===== src/inc/ikt_pkg.sv =====
/*
 * Shared constants and types for the internal port, key scan and time base block.
 * Assumes a 100 MHz instruction clock and a CPU that issues one port access per cycle.
 */
package ikt_pkg;
  localparam int CLK_PERIOD_NS  = 10;
  localparam int NS_PER_MS      = 1000000;
  localparam int TICK_MS        = 10;
  localparam int TICK_CYCLES    = TICK_MS * NS_PER_MS / CLK_PERIOD_NS;
  localparam int PERIOD_10HZ_MS = 100;
  localparam int DUTY_10HZ_PCT  = 60;
  localparam int PCT_FULL       = 100;
  localparam int TICKS_10HZ     = PERIOD_10HZ_MS / TICK_MS;
  localparam int HIGH_10HZ      = TICKS_10HZ * DUTY_10HZ_PCT / PCT_FULL;
  localparam int PERIOD_2HZ_MS  = 500;
  localparam int TICKS_2HZ      = PERIOD_2HZ_MS / TICK_MS;

  localparam int PRE_W   = 20;
  localparam int TB_W    = 6;
  localparam int NIB_W   = 4;
  localparam int DIGITS  = 7;
  localparam int DIG_W   = 3;
  localparam int WORD_W  = 16;

  // Digit scan: last cycle of a slot and the strobe position; the strobe waits
  // for the key synchroniser so it samples this slot's key, not the last one
  localparam logic [2:0] DIGIT_LAST = 3'h5;
  localparam logic [2:0] DIGIT_MID  = 3'h4;
  localparam logic [2:0] DIGIT_MAX  = 3'h6;

  // Operand codes
  localparam logic [3:0] CN_RES_LO  = 4'h0;
  localparam logic [3:0] CN_RES_HI  = 4'h1;
  localparam logic [3:0] CN_KEYLAT  = 4'h2;
  localparam logic [3:0] CN_INDIR   = 4'h4;
  localparam logic [3:0] CN_INH     = 4'h4;
  localparam logic [3:0] CN_CTRL    = 4'h5;
  localparam logic [3:0] CN_SEL_LO  = 4'h6;
  localparam logic [3:0] CN_SEL_HI  = 4'h7;
  localparam logic [3:0] CN_TEST    = 4'h7;
  localparam logic [1:0] DREG_HI2   = 2'h1;

  // Control port bits (write) and status port bits (read)
  localparam int BIT_INH_CAP  = 0;
  localparam int BIT_TMR_CLR  = 1;
  localparam int BIT_KEY_RST  = 2;
  localparam int BIT_CLK_RST  = 3;
  localparam int ST_KEY0      = 0;
  localparam int ST_KEY_ON    = 1;
  localparam int ST_TMR       = 2;
  localparam int ST_10HZ      = 3;

  typedef enum logic [1:0] {KS_IDLE, KS_SAMPLE, KS_CHECK, KS_HOLD} ikt_scan_e;

  typedef struct packed {
    logic       io_out;
    logic       io_in;
    logic       key_out;
    logic       key_in;
    logic [3:0] code;
    logic [3:0] wdata;
  } ikt_port_req_s;
endpackage


===== src/verilog/ikt_ports.sv =====
/*
 * Internal ports of the tuning controller: key scan latch, indirect address
 * register, program word data register, inhibit latch, timer flag, test port.
 * Assumes the CPU raises one port strobe per cycle with the operand code and
 * data, and that key lines and the inhibit pin are asynchronous pins.
 */
// Behaviour
// - Select digits, then restart starts key sampling
// - Latch nonzero key at selected digit, stop
// - Then check all digits, set key-pressed
// - Hold key and results until next restart
// - Indirect register gives low address for moves
// - Indirect register written by output code 4
// - Indirect value used only during indirect moves
// - Values zero to fifteen reach every address
// - Lookup instruction loads 16-bit program word
// - Key input codes 4-7 read nibbles
// - Input code 4 reads inhibit latch
// - Inhibit capture bit refreshes latch from pin
// - Timer flag set each 500 ms, cleared
// - Timer flag cleared only by clear bit
// - Timer value undefined after power or stop
// - 10 Hz pulse, 60 % duty, unlatched
// - Clock reset clears sub-50 Hz divider stages
// - Restart also clears key-pressed flag
// - Select bit per digit enables capture
`timescale 1ns/1ps
module ikt_ports import ikt_pkg::*; #(
  parameter int TICK_CYC = TICK_CYCLES
) (
  input  wire logic                clock,
  input  wire logic                rst,
  input  wire logic                clock_stop_instr,
  input  wire ikt_port_req_s       port_req,
  output logic [NIB_W-1:0]         port_rdata,
  input  wire logic                indirect_move,
  input  wire logic [NIB_W-1:0]    row_address,
  output logic [NIB_W-1:0]         mem_low_addr,
  input  wire logic                program_word_lookup,
  input  wire logic [WORD_W-1:0]   program_word,
  input  wire logic [NIB_W-1:0]    key_line,
  output logic [DIGITS-1:0]        digit_line,
  input  wire logic                inhibit_pin,
  output logic [NIB_W-1:0]         factory_test_port
);
  typedef struct packed {
    logic [NIB_W-1:0]  key_s1;
    logic [NIB_W-1:0]  key_s2;
    logic [NIB_W-1:0]  key_s3;
    logic [NIB_W-1:0]  key_f;
    logic              inh_s1;
    logic              inh_s2;
    logic              inh_s3;
    logic              inh_f;
    logic [2:0]        cyc;
    logic [DIG_W-1:0]  dig;
    logic [DIGITS-1:0] digit_out;
    ikt_scan_e         st;
    logic [DIG_W-1:0]  chk_cnt;
    logic [NIB_W-1:0]  key_val;
    logic [DIGITS-1:0] result;
    logic              key_on;
    logic [DIGITS-1:0] sel;
    logic [NIB_W-1:0]  indirect_low_address_reg;
    logic [WORD_W-1:0] program_word_data_reg;
    logic              inhibit_input_latch;
    logic              timer_2hz;
    logic [NIB_W-1:0]  factory_test_port;
    logic [NIB_W-1:0]  rdata;
  } ikt_state_s;

  ikt_state_s s;
  ikt_state_s next_s;
  logic       pulse_10hz;
  logic       tick_2hz;
  logic       ctrl_wr;
  logic       clk_reset;

  function automatic logic hit(input logic stb, input logic [3:0] code, input logic [3:0] want);
    hit = stb && (code == want);
  endfunction

  function automatic logic [NIB_W-1:0] nibble(input logic [WORD_W-1:0] w, input logic [1:0] i);
    nibble = w[i*NIB_W +: NIB_W];
  endfunction

  assign ctrl_wr   = hit(port_req.io_out, port_req.code, CN_CTRL);
  assign clk_reset = (ctrl_wr && port_req.wdata[BIT_CLK_RST]) || clock_stop_instr;

  // Clock stop also restarts the dividers; the timer flag is not trusted afterwards
  ikt_timebase #(
    .TICK_CYC (TICK_CYC)
  ) u_timebase (
    .clock      (clock),
    .rst        (rst),
    .clear      (clk_reset),
    .pulse_10hz (pulse_10hz),
    .tick_2hz   (tick_2hz)
  );

  always_comb begin
    logic              strobe;
    logic              restart;
    logic [NIB_W-1:0]  rd;
    logic [NIB_W-1:0]  status;
    strobe  = 1'b0;
    restart = 1'b0;
    rd      = '0;
    status  = '0;
    next_s  = s;

    // Pin synchronisers; a change is taken once stages two and three agree
    next_s.key_s1 = key_line;
    next_s.key_s2 = s.key_s1;
    next_s.key_s3 = s.key_s2;
    if (s.key_s2 == s.key_s3) begin
      next_s.key_f = s.key_s3;
    end
    next_s.inh_s1 = inhibit_pin;
    next_s.inh_s2 = s.inh_s1;
    next_s.inh_s3 = s.inh_s2;
    if (s.inh_s2 == s.inh_s3) begin
      next_s.inh_f = s.inh_s3;
    end

    // Digit scan with a strobe on the fifth of the six cycles of each digit slot
    strobe = (s.cyc == DIGIT_MID);
    if (s.cyc == DIGIT_LAST) begin
      next_s.cyc = '0;
      next_s.dig = (s.dig == DIGIT_MAX) ? '0 : s.dig + 1'b1;
    end else begin
      next_s.cyc = s.cyc + 1'b1;
    end
    next_s.digit_out = DIGITS'(1) << next_s.dig;

    // Port writes; each register holds until its write, lookup or capture, and the timer flag also sets on tick_2hz
    if (hit(port_req.io_out, port_req.code, CN_INDIR)) begin
      next_s.indirect_low_address_reg = port_req.wdata;
    end
    if (hit(port_req.io_out, port_req.code, CN_SEL_LO)) begin
      next_s.sel[3:0] = port_req.wdata;
    end
    if (hit(port_req.io_out, port_req.code, CN_SEL_HI)) begin
      next_s.sel[DIGITS-1:4] = port_req.wdata[2:0];
    end
    if (hit(port_req.key_out, port_req.code, CN_TEST)) begin
      // Normal software only ever writes zero here
      next_s.factory_test_port = port_req.wdata;
    end
    if (program_word_lookup) begin
      next_s.program_word_data_reg = program_word;
    end
    if (ctrl_wr && port_req.wdata[BIT_INH_CAP]) begin
      next_s.inhibit_input_latch = s.inh_f;
    end
    // Set wins over a clear in the same cycle; reading never clears
    next_s.timer_2hz = tick_2hz || (s.timer_2hz && !(ctrl_wr && port_req.wdata[BIT_TMR_CLR]));
    restart = ctrl_wr && port_req.wdata[BIT_KEY_RST];

    // Key scan sequence
    case (s.st)
      KS_IDLE: begin
        next_s.st = KS_IDLE;
      end
      KS_SAMPLE: begin
        // Zero means no key: keep sampling on later strobes
        if (strobe && s.sel[s.dig] && (s.key_f != '0)) begin
          next_s.key_val = s.key_f;
          next_s.result  = '0;
          next_s.chk_cnt = '0;
          next_s.st      = KS_CHECK;
        end
      end
      KS_CHECK: begin
        // One result per digit over a full round, masked by selection
        if (strobe) begin
          next_s.result[s.dig] = s.sel[s.dig] && (s.key_f != '0);
          next_s.chk_cnt       = s.chk_cnt + 1'b1;
          if (s.chk_cnt == DIGIT_MAX) begin
            next_s.key_on = 1'b1;
            next_s.st     = KS_HOLD;
          end
        end
      end
      KS_HOLD: begin
        next_s.st = KS_HOLD;
      end
      default: begin
        next_s.st = KS_IDLE;
      end
    endcase
    if (restart) begin
      // Restart wins over a completing check: the new scan must start clean
      next_s.key_on = 1'b0;
      next_s.st     = KS_SAMPLE;
    end

    // Read side
    status[ST_KEY0]   = s.key_f[0];
    status[ST_KEY_ON] = s.key_on;
    status[ST_TMR]    = s.timer_2hz;
    status[ST_10HZ]   = pulse_10hz;
    if (port_req.io_in) begin
      case (port_req.code)
        CN_INH:    rd = {{(NIB_W-1){1'b0}}, s.inhibit_input_latch};
        CN_CTRL:   rd = status;
        CN_SEL_LO: rd = s.sel[3:0];
        CN_SEL_HI: rd = {1'b0, s.sel[DIGITS-1:4]};
        default:   rd = '0;
      endcase
      next_s.rdata = rd;
    end else if (port_req.key_in) begin
      case (port_req.code)
        CN_RES_LO: rd = s.result[3:0];
        CN_RES_HI: rd = {1'b0, s.result[DIGITS-1:4]};
        CN_KEYLAT: rd = s.key_val;
        default:   rd = (port_req.code[3:2] == DREG_HI2) ?
                        nibble(s.program_word_data_reg, port_req.code[1:0]) : '0;
      endcase
      next_s.rdata = rd;
    end
  end

  always_ff @(posedge clock) begin
    if (rst) begin
      s    <= '0;
      s.st <= KS_IDLE;
    end else begin
      s <= next_s;
    end
  end

  // Only indirect moves see the register; all sixteen low addresses reachable
  assign mem_low_addr      = indirect_move ? s.indirect_low_address_reg : row_address;
  assign port_rdata        = s.rdata;
  assign digit_line        = s.digit_out;
  assign factory_test_port = s.factory_test_port;

  chk_restart_clears_on: assert property (@(posedge clock) disable iff (rst)
    (ctrl_wr && port_req.wdata[BIT_KEY_RST]) |=> (!s.key_on && s.st == KS_SAMPLE))
    else $error("key restart did not clear key pressed");

  chk_key_hold: assert property (@(posedge clock) disable iff (rst)
    (s.key_on && !(ctrl_wr && port_req.wdata[BIT_KEY_RST])) |=>
      (s.key_on && $stable(s.key_val) && $stable(s.result)))
    else $error("latched key data changed without restart");

  chk_latch_nonzero: assert property (@(posedge clock) disable iff (rst)
    (s.st == KS_SAMPLE) ##1 (s.st == KS_CHECK) |->
      (s.key_val != '0 && $past(s.sel[s.dig]) && $past(s.cyc) == DIGIT_MID))
    else $error("key latched on zero value or deselected digit");

  chk_result_masked: assert property (@(posedge clock) disable iff (rst)
    $rose(s.key_on) |-> ((s.result & ~s.sel) == '0 && $past(s.st) == KS_CHECK))
    else $error("key pressed set without full masked check");

  chk_indirect_write: assert property (@(posedge clock) disable iff (rst)
    hit(port_req.io_out, port_req.code, CN_INDIR) |=>
      s.indirect_low_address_reg == $past(port_req.wdata))
    else $error("indirect register not written");

  chk_addr_select: assert property (@(posedge clock) disable iff (rst)
    !indirect_move |-> mem_low_addr == row_address)
    else $error("indirect register leaked into plain addressing");

  chk_timer_sticky: assert property (@(posedge clock) disable iff (rst)
    (s.timer_2hz && !(ctrl_wr && port_req.wdata[BIT_TMR_CLR])) |=> s.timer_2hz)
    else $error("timer flag lost without clear");

  chk_timer_clear: assert property (@(posedge clock) disable iff (rst)
    (ctrl_wr && port_req.wdata[BIT_TMR_CLR] && !tick_2hz) |=> !s.timer_2hz)
    else $error("timer flag not cleared");

  chk_inhibit_capture: assert property (@(posedge clock) disable iff (rst)
    (ctrl_wr && port_req.wdata[BIT_INH_CAP]) |=> s.inhibit_input_latch == $past(s.inh_f))
    else $error("inhibit latch not refreshed");

  chk_lookup_load: assert property (@(posedge clock) disable iff (rst)
    program_word_lookup |=> s.program_word_data_reg == $past(program_word))
    else $error("program word not loaded");

  chk_rdata_hold: assert property (@(posedge clock) disable iff (rst)
    !(port_req.io_in || port_req.key_in) |=> $stable(port_rdata))
    else $error("read data changed without a read");

  chk_test_hold: assert property (@(posedge clock) disable iff (rst)
    !hit(port_req.key_out, port_req.code, CN_TEST) |=> $stable(factory_test_port))
    else $error("test port changed without its write");

  chk_inhibit_hold: assert property (@(posedge clock) disable iff (rst)
    !(ctrl_wr && port_req.wdata[BIT_INH_CAP]) |=> $stable(s.inhibit_input_latch))
    else $error("inhibit latch changed without capture");

  chk_indirect_hold: assert property (@(posedge clock) disable iff (rst)
    !hit(port_req.io_out, port_req.code, CN_INDIR) |=> $stable(s.indirect_low_address_reg))
    else $error("indirect register changed without its write");

  chk_digit_onehot: assert property (@(posedge clock) disable iff (rst)
    !$past(rst) |-> $onehot(digit_line))
    else $error("digit scan not one hot");
endmodule


===== src/verilog/ikt_timebase.sv =====
/*
 * Time base: 10 ms prescaler, 10 Hz interval pulse and 2 Hz set pulse.
 * Assumes clear is a one-cycle pulse from the port logic on the same clock.
 */
`timescale 1ns/1ps
module ikt_timebase import ikt_pkg::*; #(
  parameter int TICK_CYC = TICK_CYCLES
) (
  input  wire logic clock,
  input  wire logic rst,
  input  wire logic clear,
  output logic      pulse_10hz,
  output logic      tick_2hz
);
  typedef struct packed {
    logic [PRE_W-1:0] pre;
    logic [TB_W-1:0]  cnt10;
    logic [TB_W-1:0]  cnt2;
    logic             p10;
    logic             t2;
  } ikt_tb_s;

  ikt_tb_s s;
  ikt_tb_s next_s;

  always_comb begin
    next_s    = s;
    next_s.t2 = 1'b0;
    if (clear) begin
      // Every stage below 50 Hz restarts so clock time can be set
      next_s.pre   = '0;
      next_s.cnt10 = '0;
      next_s.cnt2  = '0;
    end else if (s.pre == PRE_W'(TICK_CYC - 1)) begin
      next_s.pre   = '0;
      next_s.cnt10 = (s.cnt10 == TB_W'(TICKS_10HZ - 1)) ? '0 : s.cnt10 + 1'b1;
      if (s.cnt2 == TB_W'(TICKS_2HZ - 1)) begin
        next_s.cnt2 = '0;
        next_s.t2   = 1'b1;
      end else begin
        next_s.cnt2 = s.cnt2 + 1'b1;
      end
    end else begin
      next_s.pre = s.pre + 1'b1;
    end
    // 60 % high within each 100 ms period
    next_s.p10 = (next_s.cnt10 < TB_W'(HIGH_10HZ));
  end

  always_ff @(posedge clock) begin
    if (rst) begin
      s <= '0;
    end else begin
      s <= next_s;
    end
  end

  assign pulse_10hz = s.p10;
  assign tick_2hz   = s.t2;

  chk_clear_restarts: assert property (@(posedge clock) disable iff (rst)
    clear |=> (s.pre == '0 && s.cnt10 == '0 && pulse_10hz))
    else $error("time base not restarted by clock reset");
endmodule

===== config.mk =====
export PLATFORM = sky130hd
export DESIGN_NAME = ikt_ports
export DESIGN_NICKNAME = d
export VERILOG_FILES = /design/src/inc/ikt_pkg.sv /design/src/verilog/ikt_ports.sv /design/src/verilog/ikt_timebase.sv
export SDC_FILE = /design/constraint.sdc
export NUM_CORES = 1
export LEC_CHECK = 0
export BUFFER_PORTS_ARGS = -buffer_cell sky130_fd_sc_hd__buf_2
export CAP_MARGIN = 15
export CORE_UTILIZATION = 45
export CTS_BUF_LIST = sky130_fd_sc_hd__clkbuf_16
export CTS_CLUSTER_SIZE = 16
export DETAILED_ROUTE_END_ITERATION = 12
export MAX_ROUTING_LAYER = met4
export PLACE_DENSITY = 0.75
export SYNTH_ARGS = -nofsm -noshare
export SYNTH_HDL_FRONTEND = slang
export SYNTH_SLANG_ARGS = --single-unit

===== constraint.sdc =====
create_clock -name clock -period 4.8 [get_ports clock]
set_input_delay 0.24 -clock clock [delete_from_list [all_inputs] [get_ports clock]]
set_output_delay 0.24 -clock clock [all_outputs]
set_load 0.02 [all_outputs]

==> results of run 1 <==
-- cell families after synthesis --
| logic type | synth area share [%] |
|---|---|
| DFF | 43.5 |
| AOI/OAI and AO/OA | 9.74 |
| and+or+nand+nor | 23.5 |
| adders and majority gates | 2.25 |
| muxes | 10.6 |
| buffers and inverters | 5.70 |
| xor gates and xnor gates | 4.71 |
-- where the power goes --
| part | total (mW) | switching (mW) | leakage, nW | internal [mW] |
|---|---|---|---|---|
| registers | 1.04 | 0.0136 | 0.983 | 1.03 |
| clock network | 1.16 | 0.423 | 0.265 | 0.742 |
| logic | 0.129 | 0.0747 | 1.24 | 0.0547 |
| total | 2.34 | 0.511 | 2.49 | 1.82 |
-- Yosys cell counts, drive strengths merged, types with 7 or more instances --
| cell type | count | share of area, % |
|---|---|---|
| and2 | 8 | 0.90 |
| nand4 | 8 | 0.90 |
| o211ai | 9 | 1.2 |
| ha | 10 | 2.2 |
| inv | 15 | 1.0 |
| nor2b | 22 | 2.5 |
| nor2 | 89 | 6.0 |
| nor3 | 16 | 1.4 |
| mux2i | 40 | 7.2 |
| a21oi | 29 | 2.6 |
| nand2 | 48 | 3.2 |
| and3 | 8 | 0.90 |
| nand3 | 23 | 2.1 |
| buf | 32 | 3.5 |
| xor2 | 13 | 2.0 |
| mux2 | 7 | 1.4 |
| a31oi | 8 | 0.90 |
| nor4 | 8 | 0.90 |
| o21ai | 17 | 1.5 |
| xnor2 | 17 | 2.7 |
| clkbuf | 17 | 1.1 |
| dfxtp | 121 | 43 |
-- sequential cells by signal, indices dropped and copies added, names as in the netlist --
register	cells
u_timebase.pulse_10hz	1
u_timebase.s	32
port_rdata	4
digit_line	7
u_timebase.tick_2hz	1
s	62
next_s	10
factory_test_port	4
-- cells in the final DEF, fill, tap and decap left out, drive strengths merged, types with 9 or more instances in the layout --
cell type | netlist | final
a21oi | 29 | 29
buf | 32 | 62
clkbuf | 17 | 17
dfxtp | 121 | 121
ha | 10 | 10
inv | 15 | 16
mux2i | 40 | 40
nand2 | 48 | 48
nand3 | 23 | 23
nor2 | 89 | 89
nor2b | 22 | 22
nor3 | 16 | 16
o211ai | 9 | 9
o21ai | 17 | 17
xnor2 | 17 | 17
xor2 | 13 | 13
-- routing by layer --
layer	up-vias	routed length, µm
li1	2221	-
met1	2122	5280
met2	143	5880
met3	27	630
met4	0	232
met5	-	0
-- how the worst min path moves through the flow --
stage | cells after the start | to
after floorplan | 1 | next_s[69]
after detailed placement | 1 | next_s[77]
after CTS | 2 | next_s[80]
final | 2 | next_s[69]
after global placement | 1 | next_s[78]
after global routing | 2 | next_s[82]
-- cell type report --
class,instances,area share [%]
tap,168,3.30
clock buffer,17,6.67
sequential,121,38.0
multi-input combinational,442,44.4
timing repair buffer,62,4.95
clock inverter,13,1.79
inverter,15,0.883
==> flow_summary.toml, run 1 <==
[logic_synthesis]
ys.flop_type = "dfxtp_1"
synth_warnings = 0
postSynthCellCount = 627
ys_types = 58
syn_nets = 679
synth_seq_cells = 121
syn-cell-area_um2 = 5570
synth.avg_cell_area_um2 = 8.89
async_flop_share_pct = 0
yosysSeqAreaShare_pct = 43.5
synth_edf_count = 0

[clock_network]
h-tree-depth = 4
cts_sinks = 121
cts_tree = "done"
cts_made_buffers = 17
cts_setup_buffers = 0
cts_hold_buf = 0
cts-resized-gates = 0
clockBufferDepth = 2
clk_pin_slew_ns = 0.05
cts-root-buf = "clkbuf_16"
insertion_delay_ns = 0.41

[critical_path]
crit_start = "u_timebase.s[21]"
rr_startpoint = "u_timebase.s[21]"
worst_ep_required_time_ns = 5.07
crit_cells = 5
cp_max_fo = 18
cp_num_buf_inv = 0
worstPathCellList = "nor4_1 > nand4_1 > or2_1 > nand2_1 > nor2_1"
crit_slowest_cell = "or2_1"
critPathLaunchType = "register"
r2r_end = "u_timebase.s[31]"
worstSetupPathType = "reg -> reg"
r2r_setup_slack_ns = 2.45
r2r_cells = 5
worstPathArrival_ns = 2.62
critical_path.top_delay_family = "simple AND/OR/NAND/NOR gates"
crit_path_end = "u_timebase.s[31]"
cp-end-kind = "register"
max_stage_delay_ns = 0.51

[timing]
max_slew_margin_pct = 32.7
final_max_slew_viol_count = 0
setup_viol = 0
tightest_slew_ns = 1.00
fin_crit_sh_pct = 49.0
finClkSkew_ns = 0.00720
period_needed_ns = 2.35
holdWs_ns = 0.0467
max_freq_mhz = 425
rsz0062_at_grt = "no"
fin_tns_setup_ns = 0
hold_viol_final = 0
setup_slack_ns = 2.45

[route]
vias_per_cell = 5.39
drc = 0
drtIter0Drc = 295
drt_first_pass_iters = 5
routed_wl_um = 12000
post_drt_wl_per_cell_um = 14.3
route.vias.total = 4513
final_antenna_net_count = 0

[grt]
met3_usage_pct = 5.57
antenna_found_initial = 0
grtUsageTotal_pct = 20.5
grt.overflow.total = 0
use_met2_pct = 33.4
gr-usage-met1_pct = 23.6
grt_busiest_layer = "met2"
grt_max_degree = 81
grt_pass1_wl_um = 20200
grt_pass1_vias = 4421

[cells_and_area]
nets = 711
fillCellCount = 1097
drive_gt1_share_pct = 16.0
diodes = 0
regArea_um2 = 2420
fin_util_pct = 52.9
multi_input_area_um2 = 2830
stdcell_area_um2 = 6380
layoutNonFillerInstCount = 838
area_growth_pct = 14.4

[outcome]
status = "finished clean"

[power_and_ir_drop]
ir_drop_v = 0.000370
power_density_nw_per_um2 = 366
leakage_nw = 2.49
power.total_mw = 2.34

[die]
dieArea_um2 = 12800
placementRows = 40
die_h_um = 113
fp.dieW_um = 113
io-pin-count = 61
start_util_pct = 46.2
core_um2 = 12100

[placed_design]
gp_congestion = 0.935
dp_hpwl_um = 8450
io_buffers = 60
dpl_cell_area_um2 = 5830
dp_slack_ns = 2.47
dp_cells = 807

[run]
maxCapViolCount = 0

[hold_path]
hold_path.class = "in -> reg"
hp-start = "inhibit_pin"
Note: power is estimated with default switching activity, not from simulation.
==> inputs of run 2 (changes only) <==
==> constraint.sdc (replaced) <==
create_clock -name clock -period 2.42 [get_ports clock]
set_input_delay 0.121 -clock clock [delete_from_list [all_inputs] [get_ports clock]]
set_output_delay 0.121 -clock clock [all_outputs]
set_load 0.02 [all_outputs]
==> run 2 against run 1 <==
  * Critical path depth rose by 1
  * Largest power group unchanged
  * Clock power up 120%
  * Sequential power up 98%
==> flow_summary.toml, run 2 (synthesized netlist as in run 1, its figures left out) <==
[run]
maxCapViolCount = 0

[grt]
gr-usage-met1_pct = 23.9
use_met2_pct = 34.7
antenna_found_initial = 1
grt_pass1_vias = 4543
grt_busiest_layer = "met2"
grt_pass1_wl_um = 21000
grt_max_degree = 79
met3_usage_pct = 5.73
grt.overflow.total = 0
grtUsageTotal_pct = 21.1

[clock_network]
cts-resized-gates = 0
cts_made_buffers = 17
cts_setup_buffers = 0
insertion_delay_ns = 0.41
cts_sinks = 121
h-tree-depth = 4
cts_tree = "done"
clockBufferDepth = 2
clk_pin_slew_ns = 0.05
cts-root-buf = "clkbuf_16"
cts_hold_buf = 21

[timing]
fin_tns_setup_ns = 0
rsz0062_at_grt = "no"
fin_crit_sh_pct = 83.2
final_max_slew_viol_count = 0
max_slew_margin_pct = 46.6
period_needed_ns = 2.01
finClkSkew_ns = 0.00778
max_freq_mhz = 497
setup_viol = 0
tightest_slew_ns = 0.802
setup_slack_ns = 0.408
hold_viol_final = 0

[critical_path]
cp-end-kind = "register"
worst_ep_required_time_ns = 2.70
worstPathArrival_ns = 2.29
cp_max_fo = 12
r2r_cells = 6
worstSetupPathType = "reg -> reg"
critPathLaunchType = "register"

[route]
drtIter0Drc = 344
drt_first_pass_iters = 5
post_drt_wl_per_cell_um = 14.2
routed_wl_um = 12300
final_antenna_net_count = 0
vias_per_cell = 5.37
drc = 0
route.vias.total = 4658

[cells_and_area]
max_flop_register = "s"
nets = 737
final_common_cell = "dfxtp_1"
area_growth_pct = 20.1
final_cell_mix = "121 x dfxtp_1, 89 x nor2_1, 60 x buf_2"
drive_gt1_share_pct = 16.9
fin_util_pct = 55.5
largest_reg_flops = 62
stdcell_area_um2 = 6690

[hold_path]
hold_path.class = "in -> reg"
hold_path_depth = 3

[placed_design]
io_buffers = 60
gp_congestion = 0.906
dp_slack_ns = 0.421
dp_hpwl_um = 8230
dpl_cell_area_um2 = 5870

[die]
die_h_um = 113
io-pin-count = 61
placementRows = 40
core_um2 = 12100
start_util_pct = 46.2
fp.dieW_um = 113
dieArea_um2 = 12800

[outcome]
status = "finished clean"

[power_and_ir_drop]
power.total_mw = 4.89
ir_drop_v = 0.000474
power_density_nw_per_um2 = 730
leakage_nw = 2.63
-- run 2: cell types whose count changed in the layout (fill, tap and decap cells not counted) --
cell / previous run / this run
buf_4: 2 / 7
bufinv_16: 2 / 3
clkinv_1: 4 / 0
clkinv_2: 4 / 2
clkinv_4: 0 / 5
clkinvlp_4: 2 / 3
diode_2: 0 / 1
dlygate4sd3_1: 0 / 21
inv_6: 0 / 1
-- run 2: stage by stage --
stage,cells,hold slack [ns]
finish,867,0.0239
global route,867,0.0218
CTS,866,0.0109
detailed placement,813,0.334
global placement,813,0.336
floorplan,627,0.249
-- run 2: where the power goes --
| group | internal, mW | switching [mW] | leakage, nW |
|---|---|---|---|
| registers | 2.04 | 0.0269 | 0.983 |
| logic | 0.135 | 0.155 | 1.35 |
| clock network | 1.62 | 0.914 | 0.291 |
-- run 2: per-layer routing --
metal / up-vias / share of wire [%]
li1: 2293 / -
met1: 2211 / 44
met2: 126 / 49
met3: 28 / 4.3
met4: 0 / 2.8
met5: - / 0
-- run 2: area by class of cell --
cell class	instances	area [µm²]
Inverter	15	56.3
Multi-Input combinational cell	442	2830
Sequential cell	121	2420
Tap cell	168	210
Clock inverter	15	179
Antenna cell	1	2.50
Clock buffer	17	425
Timing Repair Buffer	88	563
Fill cell	1032	5370
-- run 2: worst max-delay path, stage by stage, from the launching register on --
cell     delay, ns
dfxtp_1       0.36
ha_1          0.25
and4_1        0.25
nand2_1       0.07
or2_1         0.38
o21ai_0       0.45
nor2_1        0.11
-- run 2: worst paths after layout --
| check | end | start | slack (ns) |
|---|---|---|---|
| setup reg to reg | u_timebase.s[6] | u_timebase.s[14] | 0.41 |
| hold reg to reg | next_s[68] | next_s[69] | 0.44 |
| setup / recovery | u_timebase.s[6] | u_timebase.s[14] | 0.41 |
| hold / removal | factory_test_port[3] | port_req[3] | 0.02 |
